### config.mk
export PLATFORM = sky130hd
export DESIGN_NAME = dcs_data_cmd_timing
export DESIGN_NICKNAME = d
export VERILOG_FILES = /design/src/hw/dcs_pkg.sv /design/src/hw/dcs_sync.sv /design/src/hw/dcs_data_cmd_timing.sv
export SDC_FILE = /design/constraint.sdc
export NUM_CORES = 1
export LEC_CHECK = 0
export BUFFER_PORTS_ARGS = -buffer_cell sky130_fd_sc_hd__clkbuf_2
export CORE_MARGIN = 2
export CORE_UTILIZATION = 30
export CTS_CLUSTER_DIAMETER = 150
export CTS_CLUSTER_SIZE = 20
export DETAILED_ROUTE_END_ITERATION = 12
export PLACE_DENSITY = 0.45
export SKIP_CTS_REPAIR_TIMING = 1
export SLEW_MARGIN = 20
export SYNTH_ARGS = -nofsm -noshare
export SYNTH_HDL_FRONTEND = slang
export SYNTH_HIERARCHICAL = 1
export SYNTH_SLANG_ARGS = --single-unit
### constraint.sdc
create_clock -name sys_clk -period 3 [get_ports sys_clk]
set_input_delay 0 -clock sys_clk [delete_from_list [all_inputs] [get_ports sys_clk]]
set_output_delay 0 -clock sys_clk [all_outputs]
set_load 0.1 [all_outputs]
### src/hw/dcs_pkg.sv
// Constants shared by the data/command and standard-speed timing block
package dcs_pkg;
  // ==========================================================
  // Register offsets
  localparam logic [7:0] ADDR_CTRL   = 8'h00; // Control one register
  localparam logic [7:0] ADDR_TARGET = 8'h04; // Target address
  localparam logic [7:0] ADDR_OWN    = 8'h08; // Own slave address
  localparam logic [7:0] ADDR_DATA   = 8'h10; // Data/command
  localparam logic [7:0] ADDR_SHIGH  = 8'h14; // Std SCL high count
  localparam logic [7:0] ADDR_SLOW   = 8'h18; // Std SCL low count
  localparam logic [7:0] ADDR_MASK   = 8'h30; // Event mask
  localparam logic [7:0] ADDR_STAT   = 8'h34; // Raw event status
  // ==========================================================
  // Field positions
  localparam int CTRL_EN_BIT   = 0;  // Interface enable
  localparam int CTRL_MST_BIT  = 1;  // Master operation
  localparam int CMD_BIT       = 8;  // Read/write select
  localparam int STOP_BIT      = 9;  // Stop after entry
  localparam int TAR_STA_BIT   = 10; // Start byte select
  localparam int TAR_BCAST_BIT = 11; // Broadcast enable
  localparam int EV_RX_BIT     = 2;  // Byte received
  localparam int EV_TXE_BIT    = 4;  // Entry consumed
  localparam int EV_RREQ_BIT   = 5;  // Read request
  localparam int EV_ABORT_BIT  = 6;  // Transmit abort
  localparam int EV_STOP_BIT   = 9;  // Stop seen
  // ==========================================================
  // Widths, reset values and minimum counts
  localparam int CNT_W = 14;
  localparam int EV_W  = 10;
  localparam logic [CNT_W-1:0] SHIGH_RST = 14'h0190;
  localparam logic [CNT_W-1:0] SLOW_RST  = 14'h01D6;
  localparam logic [CNT_W-1:0] SHIGH_MIN = 14'h0006;
  localparam logic [CNT_W-1:0] SLOW_MIN  = 14'h0008;
  localparam logic [12:0]      TAR_RST   = 13'h1055;
  localparam logic [6:0]       OWN_RST   = 7'h55;
  localparam logic [7:0]       BCAST_ADR = 8'h00;
  localparam logic [3:0]       ACK_IDX   = 4'h8;
endpackage

### src/hw/dcs_sync.sv
// Two-flop synchroniser for the bus pin inputs
`timescale 1ns/1ps
module dcs_sync #(
  parameter int W = 2
) (
  // Clock and reset
  input  wire logic         sys_clk,
  input  wire logic         rstn,
  // Pins in, synchronised out
  input  wire logic [W-1:0] din,
  output logic      [W-1:0] dout
);
  logic [W-1:0] meta; // First stage, read only by second

  // ==========================================================
  // Both stages reset to the idle (released) bus level
  always_ff @(posedge sys_clk) begin
    if (!rstn) begin
      meta <= '1;
      dout <= '1;
    end else begin
      meta <= din;
      dout <= meta;
    end
  end
endmodule

### src/hw/dcs_data_cmd_timing.sv
// Data/command port, standard SCL timing and byte engine of the controller
`timescale 1ns/1ps
// Overview of operation
// - Low byte sends data, reads last received
// - Select bit sets direction only as master
// - Select 0 writes, select 1 reads
// - Slave receiver ignores select; slave sends on 0
// - Read after broadcast raises transmit abort
// - Read entry on read request raises abort
// - Stop bit ends transfer after entry, as master only
// - 14-bit high count, reset 0x190, times high
// - 14-bit low count, reset 0x1D6, times low
// - Period counts writable only while disabled
// - High count below 6 stored as 6
// - Low count below 8 stored as 8
module dcs_data_cmd_timing
  import dcs_pkg::*;
(
  // Clock and reset
  input  wire logic        sys_clk,
  input  wire logic        rstn,
  // Register port
  input  wire logic [7:0]  regAddr,
  input  wire logic [31:0] regWrData,
  input  wire logic        regWr,
  input  wire logic        regRd,
  output logic      [31:0] regRdData,
  // Interrupt
  output logic             irq,
  // Bus clock pin
  input  wire logic        sclIn,
  output logic             sclOut,
  output logic             sclOe,
  // Bus data pin
  input  wire logic        sdaIn,
  output logic             sdaOut,
  output logic             sdaOe
);
  // ==========================================================
  // Types
  typedef enum {MST_IDLE, MST_START, MST_BIT, MST_HOLD, MST_STOP} dcs_mst_t;
  typedef enum {SLV_IDLE, SLV_ADDR, SLV_RX, SLV_WAIT, SLV_TX} dcs_slv_t;

  // Raise a written count to its minimum
  function automatic logic [CNT_W-1:0] clampMin(input logic [CNT_W-1:0] v,
                                                input logic [CNT_W-1:0] m);
    clampMin = (v < m) ? m : v;
  endfunction

  // ==========================================================
  // Register state
  logic [1:0]       ctrl, next_ctrl;       // Enable and master mode
  logic [12:0]      tar, next_tar;         // Target address register
  logic [6:0]       own, next_own;         // Own slave address
  logic [CNT_W-1:0] sHigh, next_sHigh;     // Std high period count
  logic [CNT_W-1:0] sLow, next_sLow;       // Std low period count
  logic [EV_W-1:0]  mask, next_mask;       // Event mask
  logic [EV_W-1:0]  status, next_status;   // Sticky raw events
  logic [31:0]      next_regRdData;        // Read data
  logic             next_irq;              // Interrupt level

  // Engine state
  dcs_mst_t    mState, next_mState;        // Master sequencer
  dcs_slv_t    sState, next_sState;        // Slave sequencer
  logic [1:0]  step, next_step;            // Start/stop sub-step
  logic        phHigh, next_phHigh;        // Clock high phase
  logic [CNT_W-1:0] tmr, next_tmr;         // Phase timer
  logic [3:0]  bitCnt, next_bitCnt;        // Bit within byte
  logic [7:0]  shift, next_shift;          // Byte shifter
  logic        isAddr, next_isAddr;        // Address byte in flight
  logic        isRead, next_isRead;        // Current direction
  logic        ackOk, next_ackOk;          // Slave saw master ack
  logic [7:0]  rxData, next_rxData;        // Last byte received
  logic        entValid, next_entValid;    // Queued entry present
  logic [7:0]  entData, next_entData;      // Entry data byte
  logic        entCmd, next_entCmd;        // Entry read/write select
  logic        entStop, next_entStop;      // Entry stop control
  logic        sdaLow, next_sdaLow;        // Pull data low
  logic        sclLow, next_sclLow;        // Pull clock low
  logic        sclP, next_sclP;            // Previous clock sample
  logic        sdaP, next_sdaP;            // Previous data sample
  logic [EV_W-1:0] ev;                     // Event pulses this cycle

  // Synchronised pins and bus conditions
  logic        sclS;
  logic        sdaS;
  logic        enabled;
  logic        rise;
  logic        fall;
  logic        startC;
  logic        stopC;
  logic        tDone;
  logic        bcast;
  logic [7:0]  addrByte;
  logic        wantLow;

  // ==========================================================
  // Pin synchroniser
  dcs_sync #(.W(2)) uSync (
    .sys_clk (sys_clk),
    .rstn    (rstn),
    .din     ({sclIn, sdaIn}),
    .dout    ({sclS, sdaS})
  );

  assign enabled  = ctrl[CTRL_EN_BIT];
  assign rise     = sclS & ~sclP;
  assign fall     = ~sclS & sclP;
  assign startC   = sclS & sclP & sdaP & ~sdaS;
  assign stopC    = sclS & sclP & ~sdaP & sdaS;
  assign tDone    = (tmr == '0);
  assign bcast    = tar[TAR_BCAST_BIT] & ~tar[TAR_STA_BIT];
  assign addrByte = bcast ? BCAST_ADR : {tar[6:0], entCmd};
  // Master drives ack low on a read byte unless it is the last
  assign wantLow  = (bitCnt == ACK_IDX) ? (isRead & ~isAddr & ~entStop)
                                        : ~shift[7];

  // ==========================================================
  // Register file: next values
  always_comb begin
    next_ctrl      = ctrl;
    next_tar       = tar;
    next_own       = own;
    next_sHigh     = sHigh;
    next_sLow      = sLow;
    next_mask      = mask;
    next_status    = status;
    next_regRdData = 32'h0000_0000;
    // Writes: decode by offset
    if (regWr) begin
      if (regAddr == ADDR_CTRL) begin
        next_ctrl = regWrData[1:0];
      end else if (regAddr == ADDR_TARGET) begin
        next_tar = regWrData[12:0];
      end else if (regAddr == ADDR_OWN) begin
        next_own = regWrData[6:0];
      end else if (regAddr == ADDR_SHIGH && !enabled) begin
        next_sHigh = clampMin(regWrData[CNT_W-1:0], SHIGH_MIN);
      end else if (regAddr == ADDR_SLOW && !enabled) begin
        next_sLow = clampMin(regWrData[CNT_W-1:0], SLOW_MIN);
      end else if (regAddr == ADDR_MASK) begin
        next_mask = regWrData[EV_W-1:0];
      end else if (regAddr == ADDR_STAT) begin
        next_status = status & ~regWrData[EV_W-1:0];
      end
    end
    // New events win over a same-cycle clear
    next_status = next_status | ev;
    // Reads: unused bits and unmapped offsets return zero
    if (regRd) begin
      if (regAddr == ADDR_CTRL) begin
        next_regRdData = {30'h0, ctrl};
      end else if (regAddr == ADDR_TARGET) begin
        next_regRdData = {19'h0, tar};
      end else if (regAddr == ADDR_OWN) begin
        next_regRdData = {25'h0, own};
      end else if (regAddr == ADDR_DATA) begin
        next_regRdData = {24'h0, rxData};
      end else if (regAddr == ADDR_SHIGH) begin
        next_regRdData = {18'h0, sHigh};
      end else if (regAddr == ADDR_SLOW) begin
        next_regRdData = {18'h0, sLow};
      end else if (regAddr == ADDR_MASK) begin
        next_regRdData = {22'h0, mask};
      end else if (regAddr == ADDR_STAT) begin
        next_regRdData = {22'h0, status};
      end
    end
    next_irq = |(next_status & next_mask);
  end

  // Register file: storage
  always_ff @(posedge sys_clk) begin
    if (!rstn) begin
      ctrl      <= 2'h0;
      tar       <= TAR_RST;
      own       <= OWN_RST;
      sHigh     <= SHIGH_RST;
      sLow      <= SLOW_RST;
      mask      <= '0;
      status    <= '0;
      regRdData <= 32'h0000_0000;
      irq       <= 1'b0;
      sclOut    <= 1'b0;
      sdaOut    <= 1'b0;
    end else begin
      ctrl      <= next_ctrl;
      tar       <= next_tar;
      own       <= next_own;
      sHigh     <= next_sHigh;
      sLow      <= next_sLow;
      mask      <= next_mask;
      status    <= next_status;
      regRdData <= next_regRdData;
      irq       <= next_irq;
      sclOut    <= 1'b0; // Open drain: only ever pulls low
      sdaOut    <= 1'b0;
    end
  end

  // ==========================================================
  // Byte engine: next values
  always_comb begin
    next_mState   = mState;
    next_sState   = sState;
    next_step     = step;
    next_phHigh   = phHigh;
    next_tmr      = tDone ? tmr : tmr - 14'h0001;
    next_bitCnt   = bitCnt;
    next_shift    = shift;
    next_isAddr   = isAddr;
    next_isRead   = isRead;
    next_ackOk    = ackOk;
    next_rxData   = rxData;
    next_entValid = entValid;
    next_entData  = entData;
    next_entCmd   = entCmd;
    next_entStop  = entStop;
    next_sdaLow   = sdaLow;
    next_sclLow   = sclLow;
    next_sclP     = sclS;
    next_sdaP     = sdaS;
    ev            = '0;
    // Queue one entry from the data/command port
    if (regWr && regAddr == ADDR_DATA && enabled && !entValid) begin
      next_entValid = 1'b1;
      next_entData  = regWrData[7:0];
      next_entCmd   = regWrData[CMD_BIT];
      next_entStop  = regWrData[STOP_BIT];
    end
    if (!enabled) begin
      // Disabled: release the bus, idle both sequencers and drop the queued entry
      next_mState   = MST_IDLE;
      next_sState   = SLV_IDLE;
      next_entValid = 1'b0;
      next_sdaLow   = 1'b0;
      next_sclLow   = 1'b0;
    end else if (ctrl[CTRL_MST_BIT]) begin
      // ---------------- Master operation ----------------
      case (mState)
        MST_IDLE: begin
          next_sclLow = 1'b0;
          next_sdaLow = 1'b0;
          if (entValid && bcast && entCmd) begin
            next_entValid    = 1'b0;
            ev[EV_ABORT_BIT] = 1'b1;
          end else if (entValid) begin
            next_isRead = entCmd;
            next_mState = MST_START;
            next_step   = 2'd1;
            next_tmr    = sHigh - 14'h0001;
          end
        end
        MST_HOLD: begin
          // Clock held low while waiting for the next entry
          if (entValid && bcast && entCmd) begin
            next_entValid    = 1'b0;
            ev[EV_ABORT_BIT] = 1'b1;
          end else if (entValid && entCmd == isRead) begin
            next_mState = MST_BIT; // Same direction: next data byte
            next_isAddr = 1'b0;
            next_shift  = entCmd ? 8'hFF : entData;
            next_bitCnt = 4'h0;
            next_phHigh = 1'b0;
            next_tmr    = sLow - 14'h0001;
          end else if (entValid) begin
            next_isRead = entCmd; // Direction change: repeated start
            next_mState = MST_START;
            next_step   = 2'd0;
            next_tmr    = sLow - 14'h0001;
          end
        end
        MST_START: begin
          if (step == 2'd0) begin
            next_sdaLow = 1'b0;
            if (tDone) begin
              next_sclLow = 1'b0;
              next_step   = 2'd1;
              next_tmr    = sHigh - 14'h0001;
            end
          end else if (step == 2'd1) begin
            if (!sclS) begin
              next_tmr = tmr; // Wait for a stretched clock
            end else if (tDone) begin
              next_sdaLow = 1'b1; // Start condition
              next_step   = 2'd2;
              next_tmr    = sHigh - 14'h0001;
            end
          end else if (tDone) begin
            next_mState = MST_BIT;
            next_isAddr = 1'b1;
            next_shift  = addrByte;
            next_bitCnt = 4'h0;
            next_phHigh = 1'b0;
            next_sclLow = 1'b1;
            next_tmr    = sLow - 14'h0001;
          end
        end
        MST_BIT: begin
          if (!phHigh) begin
            next_sdaLow = wantLow;
            if (tDone) begin
              next_phHigh = 1'b1;
              next_sclLow = 1'b0;
              next_tmr    = sHigh - 14'h0001;
            end
          end else if (!sclS) begin
            next_tmr = tmr;
          end else if (tDone) begin
            next_phHigh = 1'b0;
            next_sclLow = 1'b1;
            next_tmr    = sLow - 14'h0001;
            if (bitCnt != ACK_IDX) begin
              next_shift  = {shift[6:0], sdaS};
              next_bitCnt = bitCnt + 4'h1;
            end else if (isAddr && sdaS) begin
              next_entValid    = 1'b0; // Address not acknowledged
              ev[EV_ABORT_BIT] = 1'b1;
              next_mState      = MST_STOP;
              next_step        = 2'd0;
            end else if (isAddr) begin
              next_isAddr = 1'b0;
              next_shift  = isRead ? 8'hFF : entData;
              next_bitCnt = 4'h0;
            end else begin
              next_entValid  = 1'b0;
              ev[EV_TXE_BIT] = 1'b1;
              if (isRead) begin
                next_rxData   = shift;
                ev[EV_RX_BIT] = 1'b1;
              end
              if (!isRead && sdaS) begin
                ev[EV_ABORT_BIT] = 1'b1;
                next_mState      = MST_STOP;
                next_step        = 2'd0;
              end else if (entStop) begin
                next_mState = MST_STOP;
                next_step   = 2'd0;
              end else begin
                next_mState = MST_HOLD;
              end
            end
          end
        end
        default: begin // MST_STOP
          if (step == 2'd0) begin
            next_sdaLow = 1'b1;
            if (tDone) begin
              next_sclLow = 1'b0;
              next_step   = 2'd1;
              next_tmr    = sHigh - 14'h0001;
            end
          end else if (step == 2'd1) begin
            if (!sclS) begin
              next_tmr = tmr;
            end else if (tDone) begin
              next_sdaLow = 1'b0; // Stop condition
              next_step   = 2'd2;
              next_tmr    = sHigh - 14'h0001;
            end
          end else if (tDone) begin
            next_mState     = MST_IDLE;
            ev[EV_STOP_BIT] = 1'b1;
          end
        end
      endcase
    end else begin
      // ---------------- Slave operation ----------------
      case (sState)
        SLV_ADDR: begin
          if (rise && bitCnt < ACK_IDX) begin
            next_shift  = {shift[6:0], sdaS};
            next_bitCnt = bitCnt + 4'h1;
          end else if (fall && bitCnt == ACK_IDX) begin
            if (shift[7:1] == own) begin
              next_sdaLow = 1'b1;
              next_isRead = shift[0];
              next_bitCnt = 4'h9;
            end else begin
              next_sState = SLV_IDLE;
            end
          end else if (fall && bitCnt == 4'h9) begin
            next_sdaLow = 1'b0;
            next_bitCnt = 4'h0;
            if (isRead) begin
              next_sState       = SLV_WAIT;
              next_sclLow       = 1'b1;
              ev[EV_RREQ_BIT]   = 1'b1;
            end else begin
              next_sState = SLV_RX;
            end
          end
        end
        SLV_RX: begin
          // Queued entries are left untouched while receiving
          if (rise && bitCnt < ACK_IDX) begin
            next_shift  = {shift[6:0], sdaS};
            next_bitCnt = bitCnt + 4'h1;
          end else if (fall && bitCnt == ACK_IDX) begin
            next_sdaLow   = 1'b1;
            next_rxData   = shift;
            ev[EV_RX_BIT] = 1'b1;
            next_bitCnt   = 4'h9;
          end else if (fall && bitCnt == 4'h9) begin
            next_sdaLow = 1'b0;
            next_bitCnt = 4'h0;
          end
        end
        SLV_WAIT: begin
          // Clock stretched until software supplies a byte
          if (entValid && entCmd) begin
            next_entValid    = 1'b0;
            ev[EV_ABORT_BIT] = 1'b1;
          end else if (entValid) begin
            next_entValid  = 1'b0;
            ev[EV_TXE_BIT] = 1'b1;
            next_shift     = entData;
            next_sdaLow    = ~entData[7];
            next_sclLow    = 1'b0;
            next_bitCnt    = 4'h0;
            next_sState    = SLV_TX;
          end
        end
        SLV_TX: begin
          if (rise && bitCnt < ACK_IDX) begin
            next_bitCnt = bitCnt + 4'h1;
          end else if (rise && bitCnt == ACK_IDX) begin
            next_ackOk  = ~sdaS;
            next_bitCnt = 4'h9;
          end else if (fall && bitCnt < ACK_IDX) begin
            next_sdaLow = ~shift[3'(4'h7 - bitCnt)];
          end else if (fall && bitCnt == ACK_IDX) begin
            next_sdaLow = 1'b0; // Release for master ack
          end else if (fall && bitCnt == 4'h9) begin
            if (ackOk) begin
              next_sState     = SLV_WAIT;
              next_sclLow     = 1'b1;
              ev[EV_RREQ_BIT] = 1'b1;
            end else begin
              next_sState = SLV_IDLE;
            end
          end
        end
        default: begin // SLV_IDLE
          next_sdaLow = 1'b0;
          next_sclLow = 1'b0;
        end
      endcase
      // Bus conditions override any slave state
      if (startC) begin
        next_sState = SLV_ADDR;
        next_bitCnt = 4'h0;
        next_sdaLow = 1'b0;
        next_sclLow = 1'b0;
      end else if (stopC) begin
        next_sState     = SLV_IDLE;
        next_sdaLow     = 1'b0;
        next_sclLow     = 1'b0;
        ev[EV_STOP_BIT] = 1'b1;
      end
    end
  end

  // Byte engine: storage
  always_ff @(posedge sys_clk) begin
    if (!rstn) begin
      mState   <= MST_IDLE;
      sState   <= SLV_IDLE;
      step     <= 2'd0;
      phHigh   <= 1'b0;
      tmr      <= '0;
      bitCnt   <= 4'h0;
      shift    <= 8'h00;
      isAddr   <= 1'b0;
      isRead   <= 1'b0;
      ackOk    <= 1'b0;
      rxData   <= 8'h00;
      entValid <= 1'b0;
      entData  <= 8'h00;
      entCmd   <= 1'b0;
      entStop  <= 1'b0;
      sdaLow   <= 1'b0;
      sclLow   <= 1'b0;
      sclP     <= 1'b1;
      sdaP     <= 1'b1;
      sdaOe    <= 1'b0;
      sclOe    <= 1'b0;
    end else begin
      mState   <= next_mState;
      sState   <= next_sState;
      step     <= next_step;
      phHigh   <= next_phHigh;
      tmr      <= next_tmr;
      bitCnt   <= next_bitCnt;
      shift    <= next_shift;
      isAddr   <= next_isAddr;
      isRead   <= next_isRead;
      ackOk    <= next_ackOk;
      rxData   <= next_rxData;
      entValid <= next_entValid;
      entData  <= next_entData;
      entCmd   <= next_entCmd;
      entStop  <= next_entStop;
      sdaLow   <= next_sdaLow;
      sclLow   <= next_sclLow;
      sclP     <= next_sclP;
      sdaP     <= next_sdaP;
      sdaOe    <= next_sdaLow;
      sclOe    <= next_sclLow;
    end
  end
endmodule

Word level (Yosys, flattened, before mapping)
Cells that the tools add are included.
- bits in registers: 226
- input port bits: 46
- output and inout port bits: 37
- logic and storage cells: 544
- add/subtract/negate cells: 5
- $lt $le $gt $ge: 4
- equal/unequal tests: 108
- mux-type cells: 302
- bitwise logic cells: 32
- reductions and logical operators: 60
- operators by type and width (kind ; number):
    2-to-1 mux 32 bit ; 29
    2-to-1 mux 14 bit ; 21
    2-to-1 mux 8 bit ; 30
    2-to-1 mux 10 bit ; 17
    2-to-1 mux 1 bit ; 137
    == test 32 x 2 -> 1 bit (second input constant) ; 4
    one-hot mux 32 bit (4 select lines) ; 1
    one-hot mux 32 bit (3 select lines) ; 1
    2-to-1 mux 4 bit ; 23
    != test 5 bit (second input constant) ; 17
    != test 4 bit (second input constant) ; 18
    == test 32 x 1 -> 1 bit (second input constant) ; 2
    one-hot mux 14 bit (4 select lines) ; 1
    AND reduction 17 bit ; 3
    subtractor 14 x 1 -> 14 bit (second input constant) ; 3
    2-to-1 mux 2 bit ; 20
    2-to-1 mux 13 bit ; 3
    != test 3 bit (second input constant) ; 13
    != test 2 bit (second input constant) ; 18
    == test 32 x 3 -> 1 bit (second input constant) ; 1
    logical NOT 32 bit ; 1
    AND reduction 16 bit ; 2
    == test 8 x 5 -> 1 bit (second input constant) ; 3
    one-hot mux 8 bit (3 select lines) ; 1
    other kinds (62) ; 142

Longest topological paths before layout
Gate-level depths: netlist of the first run.
- word-level depth: 15
- mapped depth: 13
- mapped depth without buffers: 9

Hierarchy
The synthesis of the first run kept the hierarchy.
- modules (own cells, without submodules) (module ; instances ; cells each ; area an instance (µm²)):
    dcs_data_cmd_timing ; 1 ; 1407 ; 10831.6
    dcs_sync ; 1 ; 8 ; 105.1

Worst setup path after synthesis of the first run
OpenSTA, ideal clock, no wires.
- path kind: register to register
- start: register tmr[0]
- end: register tmr[10]
- setup time: 112 ps
- arrival time: 2688 ps
- slack: 199 ps
- stages on the path, launching flop included: 12
- buffers on the path: 2
- clock period less this slack: 2801 ps
- cells stage by stage: dfxtp_1 -> clkbuf_1 -> inv_1 -> ha_1 -> or3b_1 -> clkbuf_1 -> or3_1 -> or3_1 -> a211o_1 -> a21oi_1 -> a211oi_1 -> a2111oi_1
- word-level cells in the longest chain between the ends: 9
- elaborated cells between the ends (all ways): 20
- classes of those cells: 1 x add/sub; 18 x mux; 1 x reduce/logical
- ends and longest elaborated chain (item ; line ; text):
    start: declaration ; dcs_data_cmd_timing.sv:67 ; logic [CNT_W-1:0] tmr, next_tmr;
    start signal: assignment ; dcs_data_cmd_timing.sv:493 ; tmr <= next_tmr;
    subtractor 14 x 1 -> 14 bit / logical NOT 14 bit (equally long branches) ; dcs_data_cmd_timing.sv:208, dcs_data_cmd_timing.sv:111 ;
    2-to-1 mux 14 bit ; dcs_data_cmd_timing.sv:208 ; next_tmr = tDone ? tmr : tmr - 14'h0001;
    2-to-1 mux 14 bit ; -- ;
    2-to-1 mux 14 bit ; dcs_data_cmd_timing.sv:282 ; if (!sclS) begin
    2-to-1 mux 14 bit, on equally long branches ; dcs_data_cmd_timing.sv:353, dcs_data_cmd_timing.sv:281 ;
    2-to-1 mux 14 bit, on equally long branches ; dcs_data_cmd_timing.sv:346, dcs_data_cmd_timing.sv:274 ;
    one-hot mux 14 bit (4 select lines) ; dcs_data_cmd_timing.sv:240 ; case (mState)
    2-to-1 mux 14 bit ; dcs_data_cmd_timing.sv:238 ; end else if (ctrl[CTRL_MST_BIT]) begin
    2-to-1 mux 14 bit (*) ; dcs_data_cmd_timing.sv:231 ; if (!enabled) begin
Mark *: on every way between the ends. The rest lies on a longest branch, timed or not. The select of a mux whose other input is x is not followed.
A chain may end at the register's enable or synchronous reset.

Final worst setup path of the first run
- start: register sHigh[0]
- end: register tmr[12]
- word-level cells in the longest chain between the ends: 8
- elaborated cells between the ends (all ways): 13
- classes of those cells: 1 x add/sub; 12 x mux
- ends and longest elaborated chain (item ; line ; text):
    start: declaration ; dcs_data_cmd_timing.sv:55 ; logic [CNT_W-1:0] sHigh, next_sHigh;
    start signal: assignment ; dcs_data_cmd_timing.sv:190 ; sHigh <= next_sHigh;
    subtractor 14 x 1 -> 14 bit (*) ; -- ;
    2-to-1 mux 14 bit ; -- ;
    2-to-1 mux 14 bit ; dcs_data_cmd_timing.sv:282 ;
    2-to-1 mux 14 bit, on equally long branches ; dcs_data_cmd_timing.sv:353, dcs_data_cmd_timing.sv:281 ;
    2-to-1 mux 14 bit, on equally long branches ; dcs_data_cmd_timing.sv:346, dcs_data_cmd_timing.sv:274 ;
    one-hot mux 14 bit (4 select lines) (*) ; dcs_data_cmd_timing.sv:240 ;
    2-to-1 mux 14 bit (*) ; dcs_data_cmd_timing.sv:238 ;
    2-to-1 mux 14 bit (*) ; dcs_data_cmd_timing.sv:231 ;
Mark *: on every way between the ends. The rest lies on a longest branch, timed or not.

==> impl_metrics.sql, run 1 <==
INSERT INTO impl_metrics (metric_group, metric, value, unit) VALUES
('setup_path', 'critPathMaxFanout', '8', ''),
('place', 'placedInstanceArea', '12100', 'um^2'),
('setup_path', 'crit_path_max_incr_delay', '0.66', 'ns'),
('grt', 'grtUsageTotal', '0.226', ''),
('synth', 'syn-cell-area', '10900', 'um^2'),
('setup_path', 'reg2regPathDepth', '9', ''),
('layout', 'layout.cells.most_common', 'sky130_fd_sc_hd__dfxtp_1', ''),
('grt', 'grt_first_pass_wirelength', '65.9', 'mm'),
('power', 'leakage', '4.93', 'nW'),
('clock_network', 'cts-htree-levels', '4', ''),
('setup_path', 'ordered_list_of_cells_on_the_worst_path', 'inv_2 -> ha_1 -> or4b_2 -> nor4_1 -> xnor2_1 -> mux2_2 -> o21ai_0 -> o211ai_1 -> a31oi_1', ''),
('synth', 'post_synth_xor_area_fraction', '0.0312', ''),
('setup_path', 'worst_r2r_startpoint', 'sHigh[0]$_SDFFE_PN0P_', ''),
('layout', 'postLayoutCellArea', '12800', 'um^2'),
('timing', 'worst_slew_pin_slew', '0.877', 'ns'),
('synth', 'synth_top_family_by_area', 'simple AND/OR/NAND/NOR gates', ''),
('synth', 'yosys-top-cells-area', 'sky130_fd_sc_hd__dfxtp_1 33%, sky130_fd_sc_hd__mux2i_1 5.2%, sky130_fd_sc_hd__nand2_1 5.1%', ''),
('min_path', 'hold_class', 'primary input to flop', ''),
('route', 'initialDrtViolationCount', '1322', ''),
('clock_network', 'cts_buffer_depth', '2', ''),
('synth', 'yosysWarningCount', '6', ''),
('setup_path', 'r2r_end', 'tmr[12]$_SDFFE_PN0P_', ''),
('place', 'hpwlAfterDp', '32.0', 'mm'),
('timing', 'final_setup_violation_count', '0', ''),
('clock_network', 'clock-root-buffer', 'sky130_fd_sc_hd__clkbuf_16', ''),
('floorplanning', 'die_height', '195', 'um'),
('setup_path', 'critical-path-top-delay-family', 'simple AND/OR/NAND/NOR gates', ''),
('route', 'post_drt_via_cell_ratio', '5.80', ''),
('timing', 'fmax', '347', 'MHz'),
('synth', 'synth_top_cell_area_share', '0.328', ''),
('setup_path', 'crit_path_end_kind', 'flop', ''),
('floorplanning', 'die_area', '38000', 'um^2'),
('place', 'port_buffers', '44', ''),
('setup_path', 'ff2ff_setup_slack', '0.12', 'ns'),
('route', 'drt_drc_violations_left', '0', ''),
('synth', 'synth-edff-count', '0', ''),
('timing', 'final_period_minus_worst_setup_slack', '2.88', 'ns'),
('synth', 'synth_simple_gate_area_frac', '0.260', ''),
('route', 'drt_pre_antenna_iters', '5', ''),
('synth', 'synthArstFlopShare', '0', ''),
('floorplanning', 'die_width', '195', 'um'),
('synth', 'yosys-mux-area-fraction', '0.0645', ''),
('layout', 'postLayoutCoreUtil', '0.359', ''),
('setup_path', 'worst-path-buf-inv', '1', ''),
('clock_network', 'cts.sink_count', '179', ''),
('power', 'ir_worst_vdd', '0.422', 'mV'),
('outcome', 'run_status', 'finished, final reports clean', ''),
('layout', 'syn2layout_area_growth', '17.3', '%'),
('grt', 'grt_max_degree', '50', ''),
('timing', 'rsz0062_at_grt', 'no', ''),
('power', 'p_per_area', '579', 'nW/um^2'),
('layout', 'design.final.nets', '1540', ''),
('route', 'routed_wire_length_per_instance', '22.1', 'um'),
('grt', 'grt.overflow.total', '0', ''),
('setup_path', 'worst-setup-path-type', 'flop to flop', ''),
('layout', 'fill_cells', '3812', ''),
('setup_path', 'worst-endpoint-arrival', '3.24', 'ns'),
('setup_path', 'critPathLaunchType', 'flop', ''),
('clock_network', 'tritoncts', 'yes', ''),
('timing', 'period_share', '0.961', ''),
('synth', 'synth_cell_type_count', '82', ''),
('floorplanning', 'placementRows', '69', ''),
('floorplanning', 'core_area', '35700', 'um^2'),
('layout', 'diodes', '0', ''),
('timing', 'hold_violations', '0', ''),
('floorplanning', 'design.portCount', '83', ''),
('timing', 'skew', '0.0116', 'ns'),
('setup_path', 'worst_ep_required_time', '3.36', 'ns'),
('timing', 'slew_viol_final', '0', ''),
('synth', 'synth.yosys.seq_area_share', '0.328', ''),
('synth', 'postSynth.topFlopCell', 'sky130_fd_sc_hd__dfxtp_1', '');
[cells in the mapped netlist (20+ instances only)]
master and number:
sky130_fd_sc_hd__nand2_1 149, sky130_fd_sc_hd__nor4_1 28, sky130_fd_sc_hd__and2_1 43, sky130_fd_sc_hd__inv_1 23, sky130_fd_sc_hd__dfxtp_1 179, sky130_fd_sc_hd__mux2i_1 57
sky130_fd_sc_hd__nor2_1 125, sky130_fd_sc_hd__clkbuf_1 103, sky130_fd_sc_hd__a21oi_1 89, sky130_fd_sc_hd__a31oi_1 32, sky130_fd_sc_hd__nor3_1 40, sky130_fd_sc_hd__o21ai_0 72
sky130_fd_sc_hd__buf_4 20, sky130_fd_sc_hd__xnor2_1 21, sky130_fd_sc_hd__a22oi_1 34, sky130_fd_sc_hd__a211oi_1 23, sky130_fd_sc_hd__nand3_1 54
[cell families (layout without fill, tap and decap cells)]
family / Yosys count / in the layout
compound gates: 398 / 398
buf+inv: 159 / 224
other cells: 1 / 20
flops: 179 / 179
simple gates: 566 / 566
mux: 67 / 67
fa+ha+maj: 6 / 6
xor+xnor: 39 / 39
[per-layer routing]
| metal | GRT usage | share of wire | vias up |
|---|---|---|---|
| met1 | 0.321 | 0.47 | 5465 |
| met2 | 0.349 | 0.44 | 470 |
| met5 | 0 | 0 | - |
| li1 | - | - | 5362 |
| met4 | 0.0662 | 0.019 | 0 |
| met3 | 0.0377 | 0.066 | 71 |
[registers in the layout, summed over array words and instances, names as in the netlist, 2 cells and up]
signal	flops
status	10
shift	8
uSync/meta	2
regRdData	14
own	7
sHigh	14
ctrl	2
tar	13
step	2
rxData	8
mask	10
tmr	14
sState	3
entData	8
sLow	14
mState	32
bitCnt	4
uSync/dout	2
[stage by stage]
| stage | worst slack, ns | power [mW] | hold slack (ns) | std cells |
|---|---|---|---|---|
| after floorplan | 0.199 | 4.44 | 0.0730 | 1434 |
| after detailed placement | -0.0692 | 5.21 | 0.201 | 1913 |
| after CTS | -0.0911 | 7.35 | -0.276 | 1943 |
| final | 0.118 | 7.43 | 0.00193 | 1960 |
| after global routing | 0.000472 | 7.79 | 0.00381 | 1960 |
| after global placement | 0.00813 | 5.20 | 0.197 | 1913 |
[worst max path at each step]
stage	start	end	slack, ns	depth (start not counted)
final	sHigh[0]$_SDFFE_PN0P_	tmr[12]$_SDFFE_PN0P_	0.12	9
after global routing	mState[26]$_SDFFE_PN0P_	bitCnt[2]$_SDFFE_PN0P_	0.0005	8
after CTS	tmr[0]$_SDFFE_PN0P_	bitCnt[2]$_SDFFE_PN0P_	-0.09	10
after detailed placement	tmr[0]$_SDFFE_PN0P_	bitCnt[2]$_SDFFE_PN0P_	-0.07	10
after global placement	tmr[0]$_SDFFE_PN0P_	bitCnt[2]$_SDFFE_PN0P_	0.008	10
after floorplan	tmr[0]$_SDFFE_PN0P_	tmr[10]$_SDFFE_PN0P_	0.20	11
[area by class of cell]
| type | count | area [um^2] | area share |
|---|---|---|---|
| tap | 461 | 577 | 0.0450 |
| clock inverter | 9 | 72.6 | 0.00566 |
| inverter | 23 | 86.3 | 0.00673 |
| timing repair buffer | 171 | 1260 | 0.0983 |
| multi-input combinational | 1096 | 6780 | 0.529 |
| sequential | 179 | 3580 | 0.279 |
| clock buffer | 21 | 460 | 0.0359 |
[worst reg2reg max path, stage by stage (launching register included)]
cell                       delay [ns]
sky130_fd_sc_hd__dfxtp_1         0.43
sky130_fd_sc_hd__inv_2           0.16
sky130_fd_sc_hd__ha_1            0.22
sky130_fd_sc_hd__or4b_2          0.66
sky130_fd_sc_hd__nor4_1          0.28
sky130_fd_sc_hd__xnor2_1         0.23
sky130_fd_sc_hd__mux2_2          0.31
sky130_fd_sc_hd__o21ai_0         0.14
sky130_fd_sc_hd__o211ai_1        0.11
sky130_fd_sc_hd__a31oi_1         0.24
[where the power goes]
group | internal (mW) | switching [mW] | total (mW) | leakage [nW]
logic | 1.01 | 1.68 | 2.69 | 3.23
clock network | 1.11 | 1.03 | 2.14 | 0.262
registers | 2.46 | 0.137 | 2.60 | 1.45
total | 4.58 | 2.85 | 7.43 | 4.93
(Power assumes the default switching activity.)
==> run 2, diff against run 1 <==
--- a/config.mk
+++ b/config.mk
@@ -14,2 +14,3 @@
 export PLACE_DENSITY = 0.45
+export REMOVE_ABC_BUFFERS = 1
 export SKIP_CTS_REPAIR_TIMING = 1
==> constraint.sdc (replaced) <==
create_clock -name sys_clk -period 3 [get_ports sys_clk]
set_input_delay 0.3 -clock sys_clk [delete_from_list [all_inputs] [get_ports sys_clk]]
set_output_delay 0.3 -clock sys_clk [all_outputs]
set_load 0.1 [all_outputs]
==> run 2 against run 1 <==
  * Global-route usage grew 0.42 points
  * Sequential cell count is the same
  * Die area is the same
  * Via count shrank 0.33%
  * Register-to-register slack gained 0.06 ns
  * Maximum frequency grew 2.0%
  * Design area shrank 0.96%
  * Cell count shrank 0.46%
  * Sequential power is essentially flat
  * Critical path depth grew 1
  * Critical path type unchanged
  * Critical endpoint is now shift[6]$_SDFFE_PN0P_
==> impl_metrics.sql, run 2 (synthesis gave the netlist of run 1 again) <==
INSERT INTO impl_metrics (metric_group, metric, value, unit) VALUES
('timing', 'rsz0062_at_grt', 'no', ''),
('timing', 'hold_ws', '0.0283', 'ns'),
('layout', 'largest_reg_flops', '32', ''),
('setup_path', 'crit_path_end_kind', 'flop', ''),
('floorplanning', 'design.portCount', '83', ''),
('route', 'initialDrtViolationCount', '998', ''),
('grt', 'grt_max_degree', '45', ''),
('timing', 'hold_violations', '0', ''),
('timing', 'skew', '0.0201', 'ns'),
('grt', 'grt.overflow.total', '0', ''),
('layout', 'syn2layout_area_growth', '16.1', '%'),
('floorplanning', 'die_height', '195', 'um'),
('timing', 'final_period_minus_worst_setup_slack', '2.82', 'ns'),
('timing', 'period_share', '0.942', ''),
('clock_network', 'cts_inserted_buffers', '17', ''),
('min_path', 'hold_class', 'primary input to flop', ''),
('route', 'drt_wl_total', '44.0', 'mm'),
('timing', 'worst_slew_pin_slew', '0.797', 'ns'),
('power', 'ir_worst_vdd', '0.418', 'mV'),
('grt', 'grt_pass1_vias', '10600', ''),
('clock_network', 'clkSlewWorstSetupHoldPaths', '0.07', 'ns'),
('grt', 'antenna_found_initial', '1', ''),
('layout', 'fin_cells', '1951', ''),
('job', 'timing.max_cap.violations', '0', ''),
('route', 'routed-via-count', '11300', ''),
('timing', 'slew_viol_final', '0', ''),
('setup_path', 'worst-setup-path-type', 'flop to flop', ''),
('clock_network', 'tritoncts', 'yes', ''),
('setup_path', 'critPathLaunchType', 'flop', ''),
('setup_path', 'critPathMaxFanout', '6', ''),
('layout', 'layout.cells.most_common', 'sky130_fd_sc_hd__dfxtp_1', ''),
('floorplanning', 'initial_core_util', '0.306', ''),
('layout', 'post_route_cells_drive_above_1_share', '0.149', ''),
('floorplanning', 'core_area', '35700', 'um^2'),
('clock_network', 'cts.sink_count', '179', ''),
('timing', 'max_slew_margin', '0.467', ''),
('clock_network', 'cts-htree-levels', '4', ''),
('setup_path', 'worst-endpoint-arrival', '3.21', 'ns'),
('timing', 'timing.setup.tns', '0', 'ns'),
('grt', 'grtUsageTotal', '0.230', ''),
('outcome', 'run_status', 'finished, final reports clean', ''),
('grt', 'grt_first_pass_wirelength', '66.8', 'mm'),
('floorplanning', 'die_area', '38000', 'um^2'),
('timing', 'final_setup_violation_count', '0', ''),
('layout', 'registers.top_by_ff_count', 'mState', ''),
('route', 'post_drt_via_cell_ratio', '5.81', ''),
('place', 'port_buffers', '44', ''),
('power', 'p_per_area', '593', 'nW/um^2'),
('floorplanning', 'placementRows', '69', ''),
('clock_network', 'insertion_delay_to_the_later_sink_of_the_worst_skew_pair', '0.46', 'ns'),
('layout', 'mostFrequentLayoutCells', '179 x sky130_fd_sc_hd__dfxtp_1, 149 x sky130_fd_sc_hd__nand2_1, 125 x sky130_fd_sc_hd__nor2_1', ''),
('floorplanning', 'die_width', '195', 'um'),
('layout', 'design.final.nets', '1529', ''),
('power', 'leakage', '4.90', 'nW'),
('clock_network', 'cts_buffer_depth', '2', ''),
('route', 'drt_drc_violations_left', '0', ''),
('place', 'hpwlAfterDp', '32.0', 'mm'),
('clock_network', 'clock-root-buffer', 'sky130_fd_sc_hd__clkbuf_16', ''),
('timing', 'fmax', '354', 'MHz'),
('route', 'detail-route-antenna-nets', '0', ''),
('setup_path', 'worst_ep_required_time', '3.39', 'ns'),
('route', 'drt_pre_antenna_iters', '7', ''),
('place', 'numPlacedInstances', '1919', ''),
('route', 'routed_wire_length_per_instance', '22.6', 'um'),
('layout', 'fill_cells', '3841', ''),
('place', 'gpl.final_weighted_congestion', '0.895', '');
run 2: area by class of cell:
class	count	area, um^2	area share
multi-input combinational	1096	6770	0.533
inverter	23	86.3	0.00680
timing repair buffer	160	1120	0.0879
sequential	179	3580	0.282
clock inverter	12	120	0.00946
clock buffer	19	443	0.0349
tap	461	577	0.0454
antenna	1	2.50	0.000197
run 2: worst paths after layout:
kind                            startpoint                        to  slack, ns  cells after the start
setup / recovery       tmr[1]$_SDFFE_PN0P_     shift[6]$_SDFFE_PN0P_       0.18                     10
hold / removal                       sclIn  uSync/meta[1]$_SDFF_PN1_       0.03                      2
setup reg to reg       tmr[1]$_SDFFE_PN0P_     shift[6]$_SDFFE_PN0P_       0.18                     10
hold reg to reg   uSync/meta[0]$_SDFF_PN1_  uSync/dout[0]$_SDFF_PN1_       0.41                      1
run 2: power by group:
| part | leakage, nW | switching [mW] | internal [mW] |
|---|---|---|---|
| clock network | 0.277 | 1.08 | 1.18 |
| registers | 1.45 | 0.128 | 2.46 |
| logic | 3.18 | 1.66 | 1.02 |
run 2: through the flow:
step / utilization / power [mW] / setup slack, ns / area [um^2]
5_1_grt: 0.355 / 7.92 / 0.00161 / 12700
6_report: 0.355 / 7.53 / 0.175 / 12700
3_3_place_gp: 0.339 / 5.21 / 0.0322 / 12100
4_1_cts: 0.355 / 7.51 / -0.0963 / 12700
2_1_floorplan: - / 4.31 / -0.420 / 10400
3_5_place_dp: 0.339 / 5.22 / -0.0605 / 12100
run 2: worst max-delay path, cell delays in order, from the launching register on:
cell,delay (ns)
sky130_fd_sc_hd__dfxtp_1,0.31
sky130_fd_sc_hd__inv_1,0.11
sky130_fd_sc_hd__ha_1,0.24
sky130_fd_sc_hd__nor3b_2,0.25
sky130_fd_sc_hd__and4_4,0.33
sky130_fd_sc_hd__a31oi_1,0.10
sky130_fd_sc_hd__nor4_1,0.37
sky130_fd_sc_hd__buf_4,0.20
sky130_fd_sc_hd__a21o_1,0.18
sky130_fd_sc_hd__and2_0,0.42
sky130_fd_sc_hd__a32o_1,0.25
run 2: layer usage:
metal  up-vias  part of all wire  GRT usage
met3        52             0.059     0.0347
met2       432              0.46      0.363
met4         0             0.019     0.0656
met1      5511              0.47      0.324
met5         -                 0          0
li1       5335                 -          -
==> run 3, diff against run 2 <==
CORE_UTILIZATION = 55   (was 30)
PLACE_DENSITY = 0.8   (was 0.45)
==> run 3 against run 2 <==
  * Cell count down 12%
  * Total power down 3.2%
  * Sequential share of layout area grew 1.1 points
  * Via count is 3.0% higher
  * Wire length decreased by 15%
  * Register-to-register slack about the same
  * Critical path depth shrank 3
  * Die area is 45% lower
  * Global-route usage grew 12 points
  * Setup slack gained 0.0014 ns
  * Clock-buffer cell count decreased by 2
  * Critical path type unchanged
  * Critical endpoint is now irq$_SDFF_PN0_
==> impl_metrics.sql, run 3 (synthesis gave the netlist of run 1 again) <==
INSERT INTO impl_metrics (metric_group, metric, value, unit) VALUES
('outcome', 'run_status', 'finished, final reports clean', ''),
('setup_path', 'ordered_list_of_cells_on_the_worst_path', 'or4b_1 -> nor2_1 -> o22ai_1 -> a22oi_1 -> o221ai_1 -> a211o_1 -> o41a_1', ''),
('clock_network', 'insertion_delay_to_the_later_sink_of_the_worst_skew_pair', '0.45', 'ns'),
('timing', 'slew_viol_final', '0', ''),
('route', 'routed_wire_length_per_instance', '21.7', 'um'),
('timing', 'hold_violations', '0', ''),
('min_path', 'min_from', 'sclIn', ''),
('setup_path', 'ff2ff_setup_slack', '0.18', 'ns'),
('floorplanning', 'core_area', '19500', 'um^2'),
('clock_network', 'clock-root-buffer', 'sky130_fd_sc_hd__clkbuf_16', ''),
('layout', 'post_route_cells_drive_above_1_share', '0.132', ''),
('clock_network', 'cts_buffer_depth', '2', ''),
('job', 'timing.max_cap.violations', '0', ''),
('route', 'post_drt_via_cell_ratio', '6.77', ''),
('grt', 'grtUsageTotal', '0.348', ''),
('layout', 'design.final.nets', '1499', ''),
('min_path', 'holdPathStages', '2', ''),
('layout', 'mostFrequentLayoutCells', '179 x sky130_fd_sc_hd__dfxtp_1, 149 x sky130_fd_sc_hd__nand2_1, 125 x sky130_fd_sc_hd__nor2_1', ''),
('grt', 'antenna_found_initial', '0', ''),
('route', 'drt_wl_total', '37.5', 'mm'),
('grt', 'grt_pass1_vias', '10700', ''),
('setup_path', 'critPathMaxFanout', '11', ''),
('timing', 'final_period_minus_worst_setup_slack', '2.82', 'ns'),
('setup_path', 'worst-endpoint-arrival', '3.16', 'ns'),
('route', 'drt_pre_antenna_iters', '8', ''),
('layout', 'largest_reg_flops', '32', ''),
('place', 'port_buffers', '44', ''),
('min_path', 'hold_class', 'primary input to flop', ''),
('floorplanning', 'die_height', '145', 'um'),
('floorplanning', 'die_area', '21000', 'um^2'),
('min_path', 'worst_hold_path_ep', 'uSync/meta[1]$_SDFF_PN1_', ''),
('place', 'hpwlAfterDp', '26.5', 'mm'),
('layout', 'layout.cells.most_common', 'sky130_fd_sc_hd__dfxtp_1', ''),
('setup_path', 'worst_r2r_startpoint', 'bitCnt[3]$_SDFFE_PN0P_', ''),
('place', 'gpl.final_weighted_congestion', '1.01', ''),
('floorplanning', 'initial_core_util', '0.562', ''),
('power', 'leakage', '4.75', 'nW'),
('grt', 'grt.overflow.total', '0', ''),
('timing', 'skew', '0.0112', 'ns'),
('clock_network', 'cts.sink_count', '179', ''),
('setup_path', 'worst_ep_required_time', '3.33', 'ns'),
('setup_path', 'reg2regPathDepth', '7', ''),
('floorplanning', 'die_width', '145', 'um'),
('timing', 'fmax', '354', 'MHz'),
('timing', 'max_slew_margin', '0.533', ''),
('route', 'routed-via-count', '11700', ''),
('power', 'p_per_area', '596', 'nW/um^2'),
('route', 'detail-route-antenna-nets', '0', ''),
('timing', 'period_share', '0.941', ''),
('layout', 'syn2layout_area_growth', '11.9', '%'),
('route', 'drt_drc_violations_left', '0', ''),
('timing', 'rsz0062_at_grt', 'no', ''),
('layout', 'diodes', '0', ''),
('clock_network', 'cts-htree-levels', '4', ''),
('grt', 'grt_max_degree', '62', ''),
('setup_path', 'crit_path_max_incr_delay', '0.64', 'ns'),
('grt', 'grt_first_pass_wirelength', '58.7', 'mm'),
('timing', 'timing.setup.tns', '0', 'ns'),
('layout', 'postLayoutCoreUtil', '0.629', ''),
('setup_path', 'cp_slowest_cell', 'sky130_fd_sc_hd__or4b_1', ''),
('route', 'initialDrtViolationCount', '1806', ''),
('clock_network', 'cts_inserted_buffers', '17', ''),
('timing', 'worst_slew_pin_slew', '0.694', 'ns'),
('clock_network', 'tritoncts', 'yes', ''),
('timing', 'final_setup_violation_count', '0', ''),
('layout', 'registers.top_by_ff_count', 'mState', ''),
('floorplanning', 'placementRows', '51', ''),
('floorplanning', 'design.portCount', '83', ''),
('setup_path', 'worst-setup-path-type', 'flop to flop', ''),
('setup_path', 'crit_path_end_kind', 'flop', ''),
('setup_path', 'critPathLaunchType', 'flop', ''),
('setup_path', 'r2r_end', 'irq$_SDFF_PN0_', ''),
('power', 'ir_worst_vdd', '0.446', 'mV'),
('clock_network', 'clkSlewWorstSetupHoldPaths', '0.07', 'ns');
[run 3: through the flow]
stage / power [mW] / cell area, um^2 / worst slack [ns] / hold WS, ns / instances
floorplan: 4.31 / 10400 / -0.420 / 0.362 / 1298
global placement: 4.98 / 11600 / 0.157 / 0.387 / 1692
detailed placement: 5.02 / 11600 / 0.0650 / 0.404 / 1692
CTS: 7.23 / 12200 / 0.0212 / 0.0310 / 1724
global route: 7.62 / 12200 / 0.0206 / 0.0334 / 1725
finish: 7.29 / 12200 / 0.177 / 0.0381 / 1725
[run 3: final cells by class]
| cell class | instances | area, um^2 |
|---|---|---|
| Inverter | 23 | 86.3 |
| Clock buffer | 17 | 425 |
| Fill cell | 1737 | 7230 |
| Tap cell | 265 | 332 |
| Sequential cell | 179 | 3580 |
| Multi-Input combinational cell | 1096 | 6750 |
| Clock inverter | 15 | 154 |
| Timing Repair Buffer | 130 | 903 |
[run 3: worst max-delay path: cells and delay by family (launching register included)]
family	cells	cell delay [ns]
AO/OA/AOI/OAI	5	1.33
AND/OR/NAND/NOR	2	0.84
flip-flops	1	0.54
[run 3: metal layers]
layer	share of wire	up-vias	track usage
met5	0	-	0
met4	0.052	0	0.175
met3	0.11	171	0.0682
met2	0.43	831	0.522
met1	0.40	5401	0.476
li1	-	5270	-
[run 3: how the worst max path moves through the flow]
stage	from	end	slack [ns]	cells after the start
final	bitCnt[3]$_SDFFE_PN0P_	irq$_SDFF_PN0_	0.18	7
after global routing	sHigh[0]$_SDFFE_PN0P_	tmr[10]$_SDFFE_PN0P_	0.02	9
after CTS	tmr[0]$_SDFFE_PN0P_	bitCnt[2]$_SDFFE_PN0P_	0.02	10
after detailed placement	tmr[0]$_SDFFE_PN0P_	bitCnt[2]$_SDFFE_PN0P_	0.06	10
after global placement	tmr[0]$_SDFFE_PN0P_	bitCnt[2]$_SDFFE_PN0P_	0.16	10
after floorplan	mState[4]$_SDFFE_PN0P_	mState[10]$_SDFFE_PN0P_	-0.42	6
[run 3: power by group]
part	total, mW	internal (mW)	switching (mW)
clock network	2.25	1.12	1.13
logic	2.43	0.968	1.46
registers	2.61	2.46	0.148
total	7.29	4.55	2.74
